$ cat config.mk
export PLATFORM = sky130hd
export DESIGN_NAME = power_reduction_reset_control
export DESIGN_NICKNAME = d
export VERILOG_FILES = /design/src/prr_pkg.sv /design/src/bod_sleep_seq.sv /design/src/reset_ctrl.sv /design/src/power_reduction_reset_control.sv
export SDC_FILE = /design/constraint.sdc
export NUM_CORES = 1
export LEC_CHECK = 0
export BUFFER_PORTS_ARGS = -buffer_cell sky130_fd_sc_hd__buf_2
export CAP_MARGIN = 20
export CELL_PAD_IN_SITES_DETAIL_PLACEMENT = 1
export CELL_PAD_IN_SITES_GLOBAL_PLACEMENT = 2
export CORE_MARGIN = 2
export CORE_UTILIZATION = 35
export CTS_BUF_LIST = sky130_fd_sc_hd__clkbuf_16
export CTS_CLUSTER_SIZE = 25
export DETAILED_ROUTE_END_ITERATION = 10
export GPL_ROUTABILITY_DRIVEN = 0
export HOLD_SLACK_MARGIN = 0.05
export PLACE_DENSITY = 0.83
export SLEW_MARGIN = 20
export SYNTH_ARGS = -nofsm -noshare
export SYNTH_HDL_FRONTEND = slang
export SYNTH_SLANG_ARGS = --single-unit
$ cat constraint.sdc
create_clock -name SYS_CLK -period 9 [get_ports SYS_CLK]
set_input_delay 1.35 -clock SYS_CLK [delete_from_list [all_inputs] [get_ports SYS_CLK]]
set_output_delay 1.35 -clock SYS_CLK [all_outputs]
set_load 0.01 [all_outputs]
$ cat src/prr_pkg.sv
package prr_pkg;

   // ----------------------------------------------------------------------
   // register map
   // ----------------------------------------------------------------------
   localparam logic [7:0]  PWR_RED_OFFSET   = 8'h64;
   localparam logic [7:0]  MCU_CTRL_OFFSET  = 8'h68;
   localparam logic [7:0]  SYS_CTRL_OFFSET  = 8'h6C;
   localparam logic [7:0]  STATUS_OFFSET    = 8'h70;

   localparam logic [7:0]  PWR_RED_RESET    = 8'h00;
   localparam logic [7:0]  PWR_RED_WMASK    = 8'hEF;

   // power reduction bit positions
   localparam int TWI_BIT    = 7;
   localparam int TIM2_BIT   = 6;
   localparam int TIM0_BIT   = 5;
   localparam int RSVD_BIT   = 4;
   localparam int TIM1_BIT   = 3;
   localparam int SPI_BIT    = 2;
   localparam int USART_BIT  = 1;
   localparam int ADC_BIT    = 0;

   // mcu control bit positions
   localparam int BOD_SLEEP_OFF_BIT   = 6;
   localparam int BOD_SLEEP_WRITE_ENABLE_BIT  = 5;

   // system control bit positions
   localparam int T2ASYNC_BIT = 0;
   localparam int COMPARATOR_BANDGAP_SELECT_BIT    = 1;
   localparam int ADCEN_BIT   = 2;

   // status bit positions
   localparam int ST_BOD_SLEEP_OFF_BIT  = 0;
   localparam int ST_WIN_BIT   = 1;
   localparam int ST_BG_BIT    = 2;
   localparam int ST_BODOFF_BIT = 3;

   // ----------------------------------------------------------------------
   // timing
   // ----------------------------------------------------------------------
   localparam int          SEQ_WINDOW_CYC   = 4;
   localparam int          BOD_SLEEP_OFF_DELAY_CYC   = 3;
   localparam int          BOD_SLEEP_OFF_ACTIVE_CYC  = 3;
   localparam int          DELAY_W          = 24;

   localparam logic [1:0]  AXI_OKAY   = 2'h0;
   localparam logic [1:0]  AXI_SLVERR = 2'h2;

   typedef struct packed {
      logic twowire_interface;
      logic tim2;
      logic tim0;
      logic tim1;
      logic spi;
      logic usart;
      logic adc;
   } clk_en_t;

   typedef struct packed {
      logic por_n;
      logic ext_n;
      logic wdt;
      logic bod_n;
   } rst_src_t;

endpackage

$ cat src/bod_sleep_seq.sv
`timescale 1ns/1ps
module bod_sleep_seq
   import prr_pkg::*;
(
   input  wire logic clk,
   input  wire logic rst_n,
   input  wire logic wr,
   input  wire logic bod_sleep_off_w,
   input  wire logic bod_sleep_write_enable_w,
   output logic      bod_sleep_off_q,
   output logic      win_q,
   output logic      active_q
);
   logic [2:0] win_cnt_q;
   logic [2:0] age_q;

   // --------------------------------------------------------------------
   // enable window
   // --------------------------------------------------------------------
   always_ff @(posedge clk or negedge rst_n) begin
      if (!rst_n) begin
         win_cnt_q <= 3'h0;
      end else if (wr && bod_sleep_off_w && bod_sleep_write_enable_w) begin
         win_cnt_q <= 3'(SEQ_WINDOW_CYC);
      end else if (wr || win_cnt_q != 3'h0) begin
         win_cnt_q <= wr ? 3'h0 : win_cnt_q - 3'h1;
      end
   end
   assign win_q = (win_cnt_q != 3'h0);

   // --------------------------------------------------------------------
   // bit set only through the sequence, then auto clear
   // --------------------------------------------------------------------
   always_ff @(posedge clk or negedge rst_n) begin
      if (!rst_n) begin
         bod_sleep_off_q <= 1'b0;
         age_q  <= 3'h0;
      end else if (wr && bod_sleep_off_w && !bod_sleep_write_enable_w && win_q) begin
         bod_sleep_off_q <= 1'b1;
         age_q  <= 3'h0;
      end else if (bod_sleep_off_q) begin
         age_q  <= age_q + 3'h1;
         if (age_q == 3'(BOD_SLEEP_OFF_ACTIVE_CYC - 1)) begin
            bod_sleep_off_q <= 1'b0;
         end
      end
   end

   // active from the third cycle after set until the bit drops
   always_ff @(posedge clk or negedge rst_n) begin
      if (!rst_n) begin
         active_q <= 1'b0;
      end else begin
         active_q <= bod_sleep_off_q && age_q == 3'(BOD_SLEEP_OFF_DELAY_CYC - 2);
      end
   end
endmodule // bod_sleep_seq

$ cat src/reset_ctrl.sv
`timescale 1ns/1ps
module reset_ctrl
   import prr_pkg::*;
#(
   parameter int DW = DELAY_W
)(
   input  wire logic          clk,
   input  wire rst_src_t      src,
   input  wire logic          ext_dis,
   input  wire logic          bod_en,
   input  wire logic [DW-1:0] delay,
   output logic               io_rst_n,
   output logic               int_rst_n_q
);
   logic          any_n;
   logic [DW-1:0] cnt_q;

   // asynchronous combination of the four sources
   assign any_n = src.por_n && (src.ext_n || ext_dis) && !src.wdt
                  && (src.bod_n || !bod_en);
   assign io_rst_n = any_n;

   // --------------------------------------------------------------------
   // stretch: counter starts when the last source drops
   // --------------------------------------------------------------------
   always_ff @(posedge clk or negedge any_n) begin
      if (!any_n) begin
         cnt_q       <= '0;
         int_rst_n_q <= 1'b0;
      end else if (cnt_q < delay) begin
         cnt_q       <= cnt_q + 1'b1;
         int_rst_n_q <= 1'b0;
      end else begin
         int_rst_n_q <= 1'b1;
      end
   end
endmodule // reset_ctrl

$ cat src/power_reduction_reset_control.sv
// The implementer's own choice: the AXI4-Lite register port.
`timescale 1ns/1ps
module power_reduction_reset_control
   import prr_pkg::*;
#(
   parameter int DW = DELAY_W
)(
   input  wire logic                   SYS_CLK,
   input  wire logic                   NRST,
   // axi4-lite slave
   input  wire logic [7:0]             S_AXI_AWADDR,
   input  wire logic                   S_AXI_AWVALID,
   output logic                        S_AXI_AWREADY,
   input  wire logic [31:0]            S_AXI_WDATA,
   input  wire logic [3:0]             S_AXI_WSTRB,
   input  wire logic                   S_AXI_WVALID,
   output logic                        S_AXI_WREADY,
   output logic [1:0]                  S_AXI_BRESP,
   output logic                        S_AXI_BVALID,
   input  wire logic                   S_AXI_BREADY,
   input  wire logic [7:0]             S_AXI_ARADDR,
   input  wire logic                   S_AXI_ARVALID,
   output logic                        S_AXI_ARREADY,
   output logic [31:0]                 S_AXI_RDATA,
   output logic [1:0]                  S_AXI_RRESP,
   output logic                        S_AXI_RVALID,
   input  wire logic                   S_AXI_RREADY,
   // reset sources and fuses
   input  wire prr_pkg::rst_src_t      RST_SRC,
   input  wire logic                   EXT_RESET_DISABLE_FUSE,
   input  wire logic                   BROWNOUT_ENABLE_FUSE,
   input  wire logic [DW-1:0]          RESET_DELAY_CYCLES,
   input  wire logic                   SLEEP_EXEC,
   // outputs
   output prr_pkg::clk_en_t            CLK_EN,
   output logic                        ADC_MUX_AVAIL,
   output logic                        BANDGAP_ON,
   output logic                        BROWNOUT_SLEEP_OFF,
   output logic                        IO_RST_N,
   output logic                        INT_RST_N
);
   // ----------------------------------------------------------------------
   // declarations
   // ----------------------------------------------------------------------
   logic [7:0]     pwr_red_q;
   logic [2:0]     sys_ctrl_q;
   logic [7:0]     aw_addr_q;
   logic [31:0]    w_data_q;
   logic [3:0]     w_strb_q;
   logic           aw_have_q;
   logic           w_have_q;
   logic           wr_go;
   logic           wr_lane0;
   logic           bod_sleep_off_q;
   logic           win_q;
   logic           active_q;
   logic           io_rst_n;
   logic           int_rst_n;
   logic           rst_n;
   logic [1:0]     sync_src_q [4];
   rst_src_t       src_s;
   logic [1:0]     sleep_sync_q;
   logic           bod_off_q;
   logic           io_rst_s1_q;
   logic           io_rst_s2_q;
   logic [31:0]    rd_val;
   logic           rd_ok;

   if (DW < 2 || DW > 32) begin : g_bad_dw
      $error("DW out of range");
   end

   // ----------------------------------------------------------------------
   // reset combination and stretch
   // ----------------------------------------------------------------------
   // sources enter the stretch logic raw: their assertion must act with no
   // clock, only their release is timed by the counter
   reset_ctrl #(
      .DW (DW)
   ) u_rst (
      .clk         (SYS_CLK),
      .src         (RST_SRC),
      .ext_dis     (EXT_RESET_DISABLE_FUSE),
      .bod_en      (BROWNOUT_ENABLE_FUSE),
      .delay       (RESET_DELAY_CYCLES),
      .io_rst_n    (io_rst_n),
      .int_rst_n_q (int_rst_n)
   );

   // every register in the block except the source synchronisers, the port-reset flops and the stretch counter falls back to its initial value
   assign rst_n = NRST && int_rst_n;

   // synchronised copies of the sources for the status register
   genvar gi;
   generate
      for (gi = 0; gi < 4; gi++) begin : g_sync
         always_ff @(posedge SYS_CLK or negedge NRST) begin
            if (!NRST) begin
               sync_src_q[gi] <= 2'h0;
            end else begin
               sync_src_q[gi] <= {sync_src_q[gi][0], RST_SRC[gi]};
            end
         end
      end
   endgenerate
   assign src_s = {sync_src_q[3][1], sync_src_q[2][1],
                   sync_src_q[1][1], sync_src_q[0][1]};

   // port reset leaves through two flops; clear is asynchronous so it needs
   // no clock, release is resynchronised
   always_ff @(posedge SYS_CLK or negedge io_rst_n) begin
      if (!io_rst_n) begin
         io_rst_s1_q <= 1'b0;
         io_rst_s2_q <= 1'b0;
      end else begin
         io_rst_s1_q <= 1'b1;
         io_rst_s2_q <= io_rst_s1_q;
      end
   end
   assign IO_RST_N = io_rst_s2_q;

   always_ff @(posedge SYS_CLK or negedge rst_n) begin
      if (!rst_n) begin
         INT_RST_N <= 1'b0;
      end else begin
         INT_RST_N <= 1'b1;
      end
   end

   // ----------------------------------------------------------------------
   // axi4-lite write
   // ----------------------------------------------------------------------
   assign wr_go    = aw_have_q && w_have_q && !S_AXI_BVALID;
   assign wr_lane0 = w_strb_q[0];

   always_ff @(posedge SYS_CLK or negedge rst_n) begin
      if (!rst_n) begin
         aw_have_q <= 1'b0;
         aw_addr_q <= 8'h00;
      end else if (S_AXI_AWVALID && S_AXI_AWREADY) begin
         aw_have_q <= 1'b1;
         aw_addr_q <= S_AXI_AWADDR;
      end else if (wr_go) begin
         aw_have_q <= 1'b0;
      end
   end

   always_ff @(posedge SYS_CLK or negedge rst_n) begin
      if (!rst_n) begin
         w_have_q <= 1'b0;
         w_data_q <= 32'h0000_0000;
         w_strb_q <= 4'h0;
      end else if (S_AXI_WVALID && S_AXI_WREADY) begin
         w_have_q <= 1'b1;
         w_data_q <= S_AXI_WDATA;
         w_strb_q <= S_AXI_WSTRB;
      end else if (wr_go) begin
         w_have_q <= 1'b0;
      end
   end

   always_ff @(posedge SYS_CLK or negedge rst_n) begin
      if (!rst_n) begin
         S_AXI_AWREADY <= 1'b0;
         S_AXI_WREADY  <= 1'b0;
      end else begin
         S_AXI_AWREADY <= !aw_have_q && !(S_AXI_AWVALID && S_AXI_AWREADY);
         S_AXI_WREADY  <= !w_have_q && !(S_AXI_WVALID && S_AXI_WREADY);
      end
   end

   always_ff @(posedge SYS_CLK or negedge rst_n) begin
      if (!rst_n) begin
         S_AXI_BVALID <= 1'b0;
         S_AXI_BRESP  <= AXI_OKAY;
      end else if (wr_go) begin
         S_AXI_BVALID <= 1'b1;
         S_AXI_BRESP  <= (aw_addr_q == PWR_RED_OFFSET ||
                          aw_addr_q == MCU_CTRL_OFFSET ||
                          aw_addr_q == SYS_CTRL_OFFSET ||
                          aw_addr_q == STATUS_OFFSET) ? AXI_OKAY : AXI_SLVERR;
      end else if (S_AXI_BREADY) begin
         S_AXI_BVALID <= 1'b0;
      end
   end

   // ----------------------------------------------------------------------
   // registers
   // ----------------------------------------------------------------------
   always_ff @(posedge SYS_CLK or negedge rst_n) begin
      if (!rst_n) begin
         pwr_red_q <= PWR_RED_RESET;
      end else if (wr_go && wr_lane0 && aw_addr_q == PWR_RED_OFFSET) begin
         pwr_red_q <= w_data_q[7:0] & PWR_RED_WMASK;
      end
   end

   always_ff @(posedge SYS_CLK or negedge rst_n) begin
      if (!rst_n) begin
         sys_ctrl_q <= 3'h0;
      end else if (wr_go && wr_lane0 && aw_addr_q == SYS_CTRL_OFFSET) begin
         sys_ctrl_q <= w_data_q[2:0];
      end
   end

   bod_sleep_seq u_bod_sleep_off (
      .clk      (SYS_CLK),
      .rst_n    (rst_n),
      .wr       (wr_go && wr_lane0 && aw_addr_q == MCU_CTRL_OFFSET),
      .bod_sleep_off_w   (w_data_q[BOD_SLEEP_OFF_BIT]),
      .bod_sleep_write_enable_w  (w_data_q[BOD_SLEEP_WRITE_ENABLE_BIT]),
      .bod_sleep_off_q   (bod_sleep_off_q),
      .win_q    (win_q),
      .active_q (active_q)
   );

   // ----------------------------------------------------------------------
   // sleep hook: detector stays off for a sleep under way in the active_q cycle
   // ----------------------------------------------------------------------
   always_ff @(posedge SYS_CLK or negedge rst_n) begin
      if (!rst_n) begin
         sleep_sync_q <= 2'h0;
      end else begin
         sleep_sync_q <= {sleep_sync_q[0], SLEEP_EXEC};
      end
   end

   always_ff @(posedge SYS_CLK or negedge rst_n) begin
      if (!rst_n) begin
         bod_off_q <= 1'b0;
      end else if (sleep_sync_q[1] && !bod_off_q) begin
         bod_off_q <= active_q;
      end else if (!sleep_sync_q[1]) begin
         bod_off_q <= 1'b0;
      end
   end
   assign BROWNOUT_SLEEP_OFF = bod_off_q;

   // ----------------------------------------------------------------------
   // clock enables: registered so each edge of a gate lands cleanly
   // ----------------------------------------------------------------------
   always_ff @(posedge SYS_CLK or negedge rst_n) begin
      if (!rst_n) begin
         CLK_EN <= '0;
      end else begin
         CLK_EN.twowire_interface   <= !pwr_red_q[TWI_BIT];
         CLK_EN.tim2  <= !(pwr_red_q[TIM2_BIT] &&
                           !sys_ctrl_q[T2ASYNC_BIT]);
         CLK_EN.tim0  <= !pwr_red_q[TIM0_BIT];
         CLK_EN.tim1  <= !pwr_red_q[TIM1_BIT];
         CLK_EN.spi   <= !pwr_red_q[SPI_BIT];
         CLK_EN.usart <= !pwr_red_q[USART_BIT];
         CLK_EN.adc   <= !pwr_red_q[ADC_BIT];
      end
   end

   always_ff @(posedge SYS_CLK or negedge rst_n) begin
      if (!rst_n) begin
         ADC_MUX_AVAIL <= 1'b0;
         BANDGAP_ON    <= 1'b0;
      end else begin
         ADC_MUX_AVAIL <= !pwr_red_q[ADC_BIT];
         BANDGAP_ON    <= BROWNOUT_ENABLE_FUSE || sys_ctrl_q[COMPARATOR_BANDGAP_SELECT_BIT]
                          || sys_ctrl_q[ADCEN_BIT];
      end
   end

   // ----------------------------------------------------------------------
   // axi4-lite read
   // ----------------------------------------------------------------------
   always_comb begin
      rd_val = 32'h0000_0000;
      rd_ok  = 1'b1;
      unique case (S_AXI_ARADDR)
         PWR_RED_OFFSET: rd_val[7:0] = pwr_red_q & PWR_RED_WMASK;
         MCU_CTRL_OFFSET: rd_val[BOD_SLEEP_OFF_BIT] = bod_sleep_off_q;
         SYS_CTRL_OFFSET: rd_val[2:0] = sys_ctrl_q;
         STATUS_OFFSET: begin
            rd_val[ST_BOD_SLEEP_OFF_BIT]   = active_q;
            rd_val[ST_WIN_BIT]    = win_q;
            rd_val[ST_BG_BIT]     = BANDGAP_ON;
            rd_val[ST_BODOFF_BIT] = bod_off_q;
            rd_val[11:8]          = src_s;
         end
         default: rd_ok = 1'b0;
      endcase
   end

   always_ff @(posedge SYS_CLK or negedge rst_n) begin
      if (!rst_n) begin
         S_AXI_ARREADY <= 1'b0;
         S_AXI_RVALID  <= 1'b0;
         S_AXI_RDATA   <= 32'h0000_0000;
         S_AXI_RRESP   <= AXI_OKAY;
      end else if (S_AXI_ARVALID && S_AXI_ARREADY) begin
         S_AXI_ARREADY <= 1'b0;
         S_AXI_RVALID  <= 1'b1;
         S_AXI_RDATA   <= rd_val;
         S_AXI_RRESP   <= rd_ok ? AXI_OKAY : AXI_SLVERR;
      end else if (S_AXI_RVALID) begin
         S_AXI_RVALID  <= !S_AXI_RREADY;
         S_AXI_ARREADY <= S_AXI_RREADY;
      end else begin
         S_AXI_ARREADY <= 1'b1;
      end
   end
endmodule // power_reduction_reset_control

Yosys cells after proc, flatten, opt, wreduce, memory -nomap -nowiden
Cells that the tools add are included.
{"block": "totals", "register_bits": 105, "input_bits": 90, "output_inout_bits": 53, "elab_cells": 137}
{"block": "classes", "n_addsub": 3, "magnitude_cmp": 1, "eq_ne": 11, "mux": 29, "n_reduce_logical": 55}
{"operator": "$eq 8x7->1 const B", "count": 8}
{"operator": "$add 24x1->24 const B", "count": 1}
{"operator": "$lt 24x24->1", "count": 1}
{"operator": "$logic_and 1x1->1", "count": 22}
{"operator": "$logic_not 1->1", "count": 18}
{"operator": "$mux 1", "count": 17}
{"operator": "$mux 3", "count": 5}
{"operator": "$reduce_bool 2->1", "count": 5}
{"operator": "$pmux 3 s3", "count": 1}
{"operator": "$logic_or 1x1->1", "count": 8}
{"operator": "$mux 2", "count": 3}
{"operator": "$mux 4", "count": 1}
{"operator": "$pmux 1 s2", "count": 2}
{"operator": "$reduce_or 4->1", "count": 1}
{"operator": "$add 3x1->3 const B", "count": 1}
{"operator": "$eq 3x1->1 const B", "count": 1}
{"operator": "$eq 3x2->1 const B", "count": 1}
{"operator": "$reduce_bool 3->1", "count": 1}
{"operator": "$sub 3x1->3 const B", "count": 1}
{"operator": "$ne 2x1->1 const B", "count": 1}

Longest topological paths before layout
{"block": "logic_depth", "depth_word": 8, "mapped_depth": 9, "depth_no_buf": 8}

By module
Synthesis repeated with hierarchy kept, for this count alone.
{"block": "unflattened", "cells_unflattened": 421, "hier_area_um2": 4907.2}
{"module": "power_reduction_reset_control", "instances": 1, "cells_per_inst": 194, "area_each_um2": 2738.9, "seq_area_each_um2": 1701.6}
{"module": "reset_ctrl", "instances": 1, "cells_per_inst": 187, "area_each_um2": 1745.4, "seq_area_each_um2": 625.6}
{"module": "bod_sleep_seq", "instances": 1, "cells_per_inst": 40, "area_each_um2": 422.9, "seq_area_each_um2": 200.2}

Worst setup path after synthesis
Ideal clock, no wire load.
{"block": "synth_timing", "path_kind": "input -> register", "from": "input port RESET_DELAY_CYCLES[6]", "to": "register u_rst.cnt_q[19]", "setup_time_ns": 0.079, "arrival_time_ns": 3.173, "t_required_ns": 8.921, "setup_slack_ns": 5.748, "stages": 9, "path_buffers": 1, "cell_sequence": "inv_1 ha_1 a21o_1 a221oi_2 o211ai_1 a211o_4 buf_6 nor4_2 xor2_1"}
{"block": "synth_via", "elab_chain_cells": 1}
{"item": "start: declaration", "line_no": "power_reduction_reset_control.sv:32", "text": "input wire logic [DW-1:0] RESET_DELAY_CYCLES,"}
{"item": "$lt 24x24->1", "line_no": "reset_ctrl.sv:30", "text": "end else if (cnt_q < delay) begin"}
{"item": "end signal: assignment", "line_no": "reset_ctrl.sv:31", "text": "cnt_q <= cnt_q + 1'b1;"}
{"item": "end: declaration", "line_no": "reset_ctrl.sv:16", "text": "logic [DW-1:0] cnt_q;"}
No other way between the ends.
A chain may end at the register's enable or synchronous reset.

Worst setup path after layout
{"block": "layout_timing", "from": "input port RESET_DELAY_CYCLES[6]", "to": "register u_rst.cnt_q[17]"}
The elaborated chain is that of the path after synthesis.

==> reports/metrics.cfg <==
[run_status]
outcome = complete, no violations

[worst_setup_path]
worst-setup-path-type = input pin to flop
worst_ep_arrival_time_ns = 3.55
rr_worst_depth = 7
ff2ff_setup_slack_ns = 6.38
slowest_stage = a211o_4
cp_max_fo = 25
cp-start-kind = input pin
crit_path_end_kind = flop
rr_endpoint = u_rst.cnt_q[17]
crit_path_cell_trace = buf_2 -> inv_1 -> ha_1 -> a21o_1 -> a221oi_2 -> o211ai_1 -> a211o_4 -> nor4_1 -> xor2_1
cp.required_ns = 9.27
max_stage_delay_ns = 0.52
reg2reg_from = u_rst.cnt_q[6]

[floorplanning]
die_height_um = 122
rows = 43
fp.dieW_um = 122
start_util_pct = 35.4
die_area_um2 = 14900
ios = 143
core_area_um2 = 13700

[hold_path]
hold_class = flop to flop
hold_path.startpoint = io_rst_s1_q
holdPathEnd = IO_RST_N
hold_path_depth = 0

[power_and_ir_drop]
seqPwrFrac_pct = 47.6
sw_frac_of_total_pct = 32.4
p_sw_mw = 0.440
ir_worst_vdd_v = 0.0000960
p_int_mw = 0.919
leakage_nw = 2.73
power.density_nw_per_um2 = 237
clkPwrFrac_pct = 28.6
comb_power_share_pct = 23.8

[yosys]
ys_types = 44
syn_area_um2 = 4860
ys.flop_type = dfrtp_1
synth_edf_count = 0
ys_ff_latch = 101
postSynth.asyncResetShare_pct = 100
syn_inst = 436
syn_area_per_cell_um2 = 11.2
ys_warn_count = 0
ys_seq_area_share_pct = 52.0

[global_route]
grtUsageTotal_pct = 15.3
grt_pass1_vias = 3615
antenna_found_initial = 0
grt_max_degree = 67
gr-total-overflow = 0
grt_pass1_wl_mm = 17.5

[routing]
drt_wl_total_mm = 10.6
route.detailed.drc = 0
avgRoutedWirePerCell_um = 14.8
drtIter0Drc = 144
first_pass_iters = 3
routed_via_density = 4.73
ant_nets = 0
vias = 3391

[timing]
clock_skew_ns = 0.00428
rsz0062_at_grt = no
slew_headroom_pct = 45.2
min_period_ns = 3.28
timing.fmax_ghz = 0.305
timing.final.ws_setup_ns = 5.72
worst_pin_slew_ns = 0.823
period_share_pct = 36.4
hold_viol = 0
tns_ns = 0
slew_viol_final = 0
setup_viol_count_final = 0

[clock_network]
cts.hold.buffers_added = 0
post_cts_buffers = 0
clock_path_buffers = 2
clk_pin_slew_ns = 0.07
clock_latency_ns = 0.35
htreeDepth = 3
post_cts_resized = 0
root_buffer = clkbuf_16
cts_tree = yes
cts_buffers = 9
cts_sinks = 101

[placed_design]
dp_slack_ns = 5.31
dp_hpwl_mm = 8.06
placed_area_um2 = 5440
portBuffers = 91

[job]
drv_cap = 0

[final_layout]
final_util_pct = 41.8
final_area_um2 = 5730
final_nets = 651
synthToLayoutAreaGrowth_pct = 17.9
diodes = 0
drive_gt1_share_pct = 28.1

[layout by cell type, fill, tap and decap left out, types with 4 or more instances in the layout]
cell type / instances
a21o_1: 6
a21oi_1: 12
buf_2: 91
clkbuf_16: 9
conb_1: 25
dfrtp_1: 101
ha_1: 29
inv_1: 42
mux2_2: 27
mux2i_1: 4
nand2_1: 40
nand2b_1: 5
nand3_1: 14
nand4_1: 6
nor2_1: 20
nor3_1: 7
nor4_1: 4
nor4_2: 10
o21ai_0: 17
xnor2_1: 7
xor2_1: 21
[routing by layer]
| metal | wire length [um] | share of wire, % | global-route usage (%) |
|---|---|---|---|
| met4 | 213 | 2.0 | 7.04 |
| met5 | 0 | 0 | 0 |
| met3 | 398 | 3.7 | 2.72 |
| met2 | 5550 | 52 | 27.2 |
| met1 | 4460 | 42 | 17.8 |
[sequential cells by signal, indices dropped and copies added, names as in the netlist, 4 cells and up]
name / cells
aw_addr_q: 8
w_data_q: 7
src_s: 4
S_AXI_RDATA: 11
sync_src_q: 4
CLK_EN: 6
u_rst.cnt_q: 24
pwr_red_q: 7
[worst max path at each step]
| stage | slack [ns] | start | cells after the start | endpoint |
|---|---|---|---|---|
| after global routing | 5.53 | RESET_DELAY_CYCLES[6] | 9 | u_rst.cnt_q[17] |
| final | 5.72 | RESET_DELAY_CYCLES[6] | 9 | u_rst.cnt_q[17] |
| after CTS | 5.67 | RESET_DELAY_CYCLES[6] | 9 | u_rst.cnt_q[17] |
| after detailed placement | 5.31 | RESET_DELAY_CYCLES[6] | 9 | u_rst.cnt_q[17] |
| after global placement | 5.43 | RESET_DELAY_CYCLES[7] | 9 | u_rst.cnt_q[17] |
| after floorplan | 3.67 | BROWNOUT_ENABLE_FUSE | 2 | IO_RST_N |
[kinds of logic after synthesis]
family / count (synthesis) / share of synthesized area (%)
other: 2 / 0.154
adders and majority gates: 29 / 7.46
and+or+nand+nor: 124 / 14.2
buffers and inverters: 73 / 7.69
AOI/OAI and AO/OA: 47 / 6.15
DFF: 101 / 52.0
xor gates and xnor gates: 28 / 5.04
muxes: 32 / 7.31
[cell type report]
type                    instances  area [um2]
repair buffers                 93         470
multi-input cells             285        2050
clock buffers                   9         225
inverters                      42         158
flip-flops and latches        101        2530
well taps                     180         225
clock inverters                 7        73.8
fillers                      1556        7990
[power groups by stage]
| stage | registers [mW] | clock network, mW | logic [mW] |
|---|---|---|---|
| finish | 0.647 | 0.388 | 0.324 |
| global placement | 0.647 | 0 | 0.307 |
| detailed placement | 0.655 | 0 | 0.330 |
| floorplan | 0.631 | 0 | 0.238 |
| CTS | 0.648 | 0.403 | 0.334 |
| global route | 0.662 | 0.422 | 0.368 |
[through the flow]
stage	total power, mW	hold slack [ns]	std cells
6_report	1.36	0.351	717
2_1_floorplan	0.869	0.331	459
4_1_cts	1.38	0.352	717
3_5_place_dp	0.985	0.336	701
3_3_place_gp	0.954	0.334	701
5_1_grt	1.45	0.359	717
[synth_stat cells, types with 3 or more instances]
library cell,n,area (um2)
nor2_1,20,75.1
xnor2_1,7,61.3
o21a_1,3,22.5
a21oi_1,12,60.1
inv_1,42,158
and3_1,3,18.8
o21ai_0,17,85.1
xor2_1,21,184
nor3_1,7,35.0
buf_4,24,180
a21o_1,6,45.0
ha_1,29,363
nand2_1,40,150
clkbuf_1,4,15.0
mux2_2,27,304
nor4_1,4,25.0
dfrtp_1,101,2530
mux2i_1,4,40.0
nand4_1,6,37.5
nand2b_1,5,31.3
nand3_1,14,70.1
nand3b_1,3,22.5
nor4_2,10,125
[critical path, delay by kind of cell]
| kind | cells | cell delay [ns] |
|---|---|---|
| XOR/XNOR | 1 | 0.18 |
| AO/OA/AOI/OAI | 4 | 1.18 |
| buffers and inverters | 2 | 0.12 |
| AND/OR/NAND/NOR | 1 | 0.41 |
| adder cells (fa/ha/maj) | 1 | 0.29 |
No activity file was read; power rests on OpenSTA's default activity.
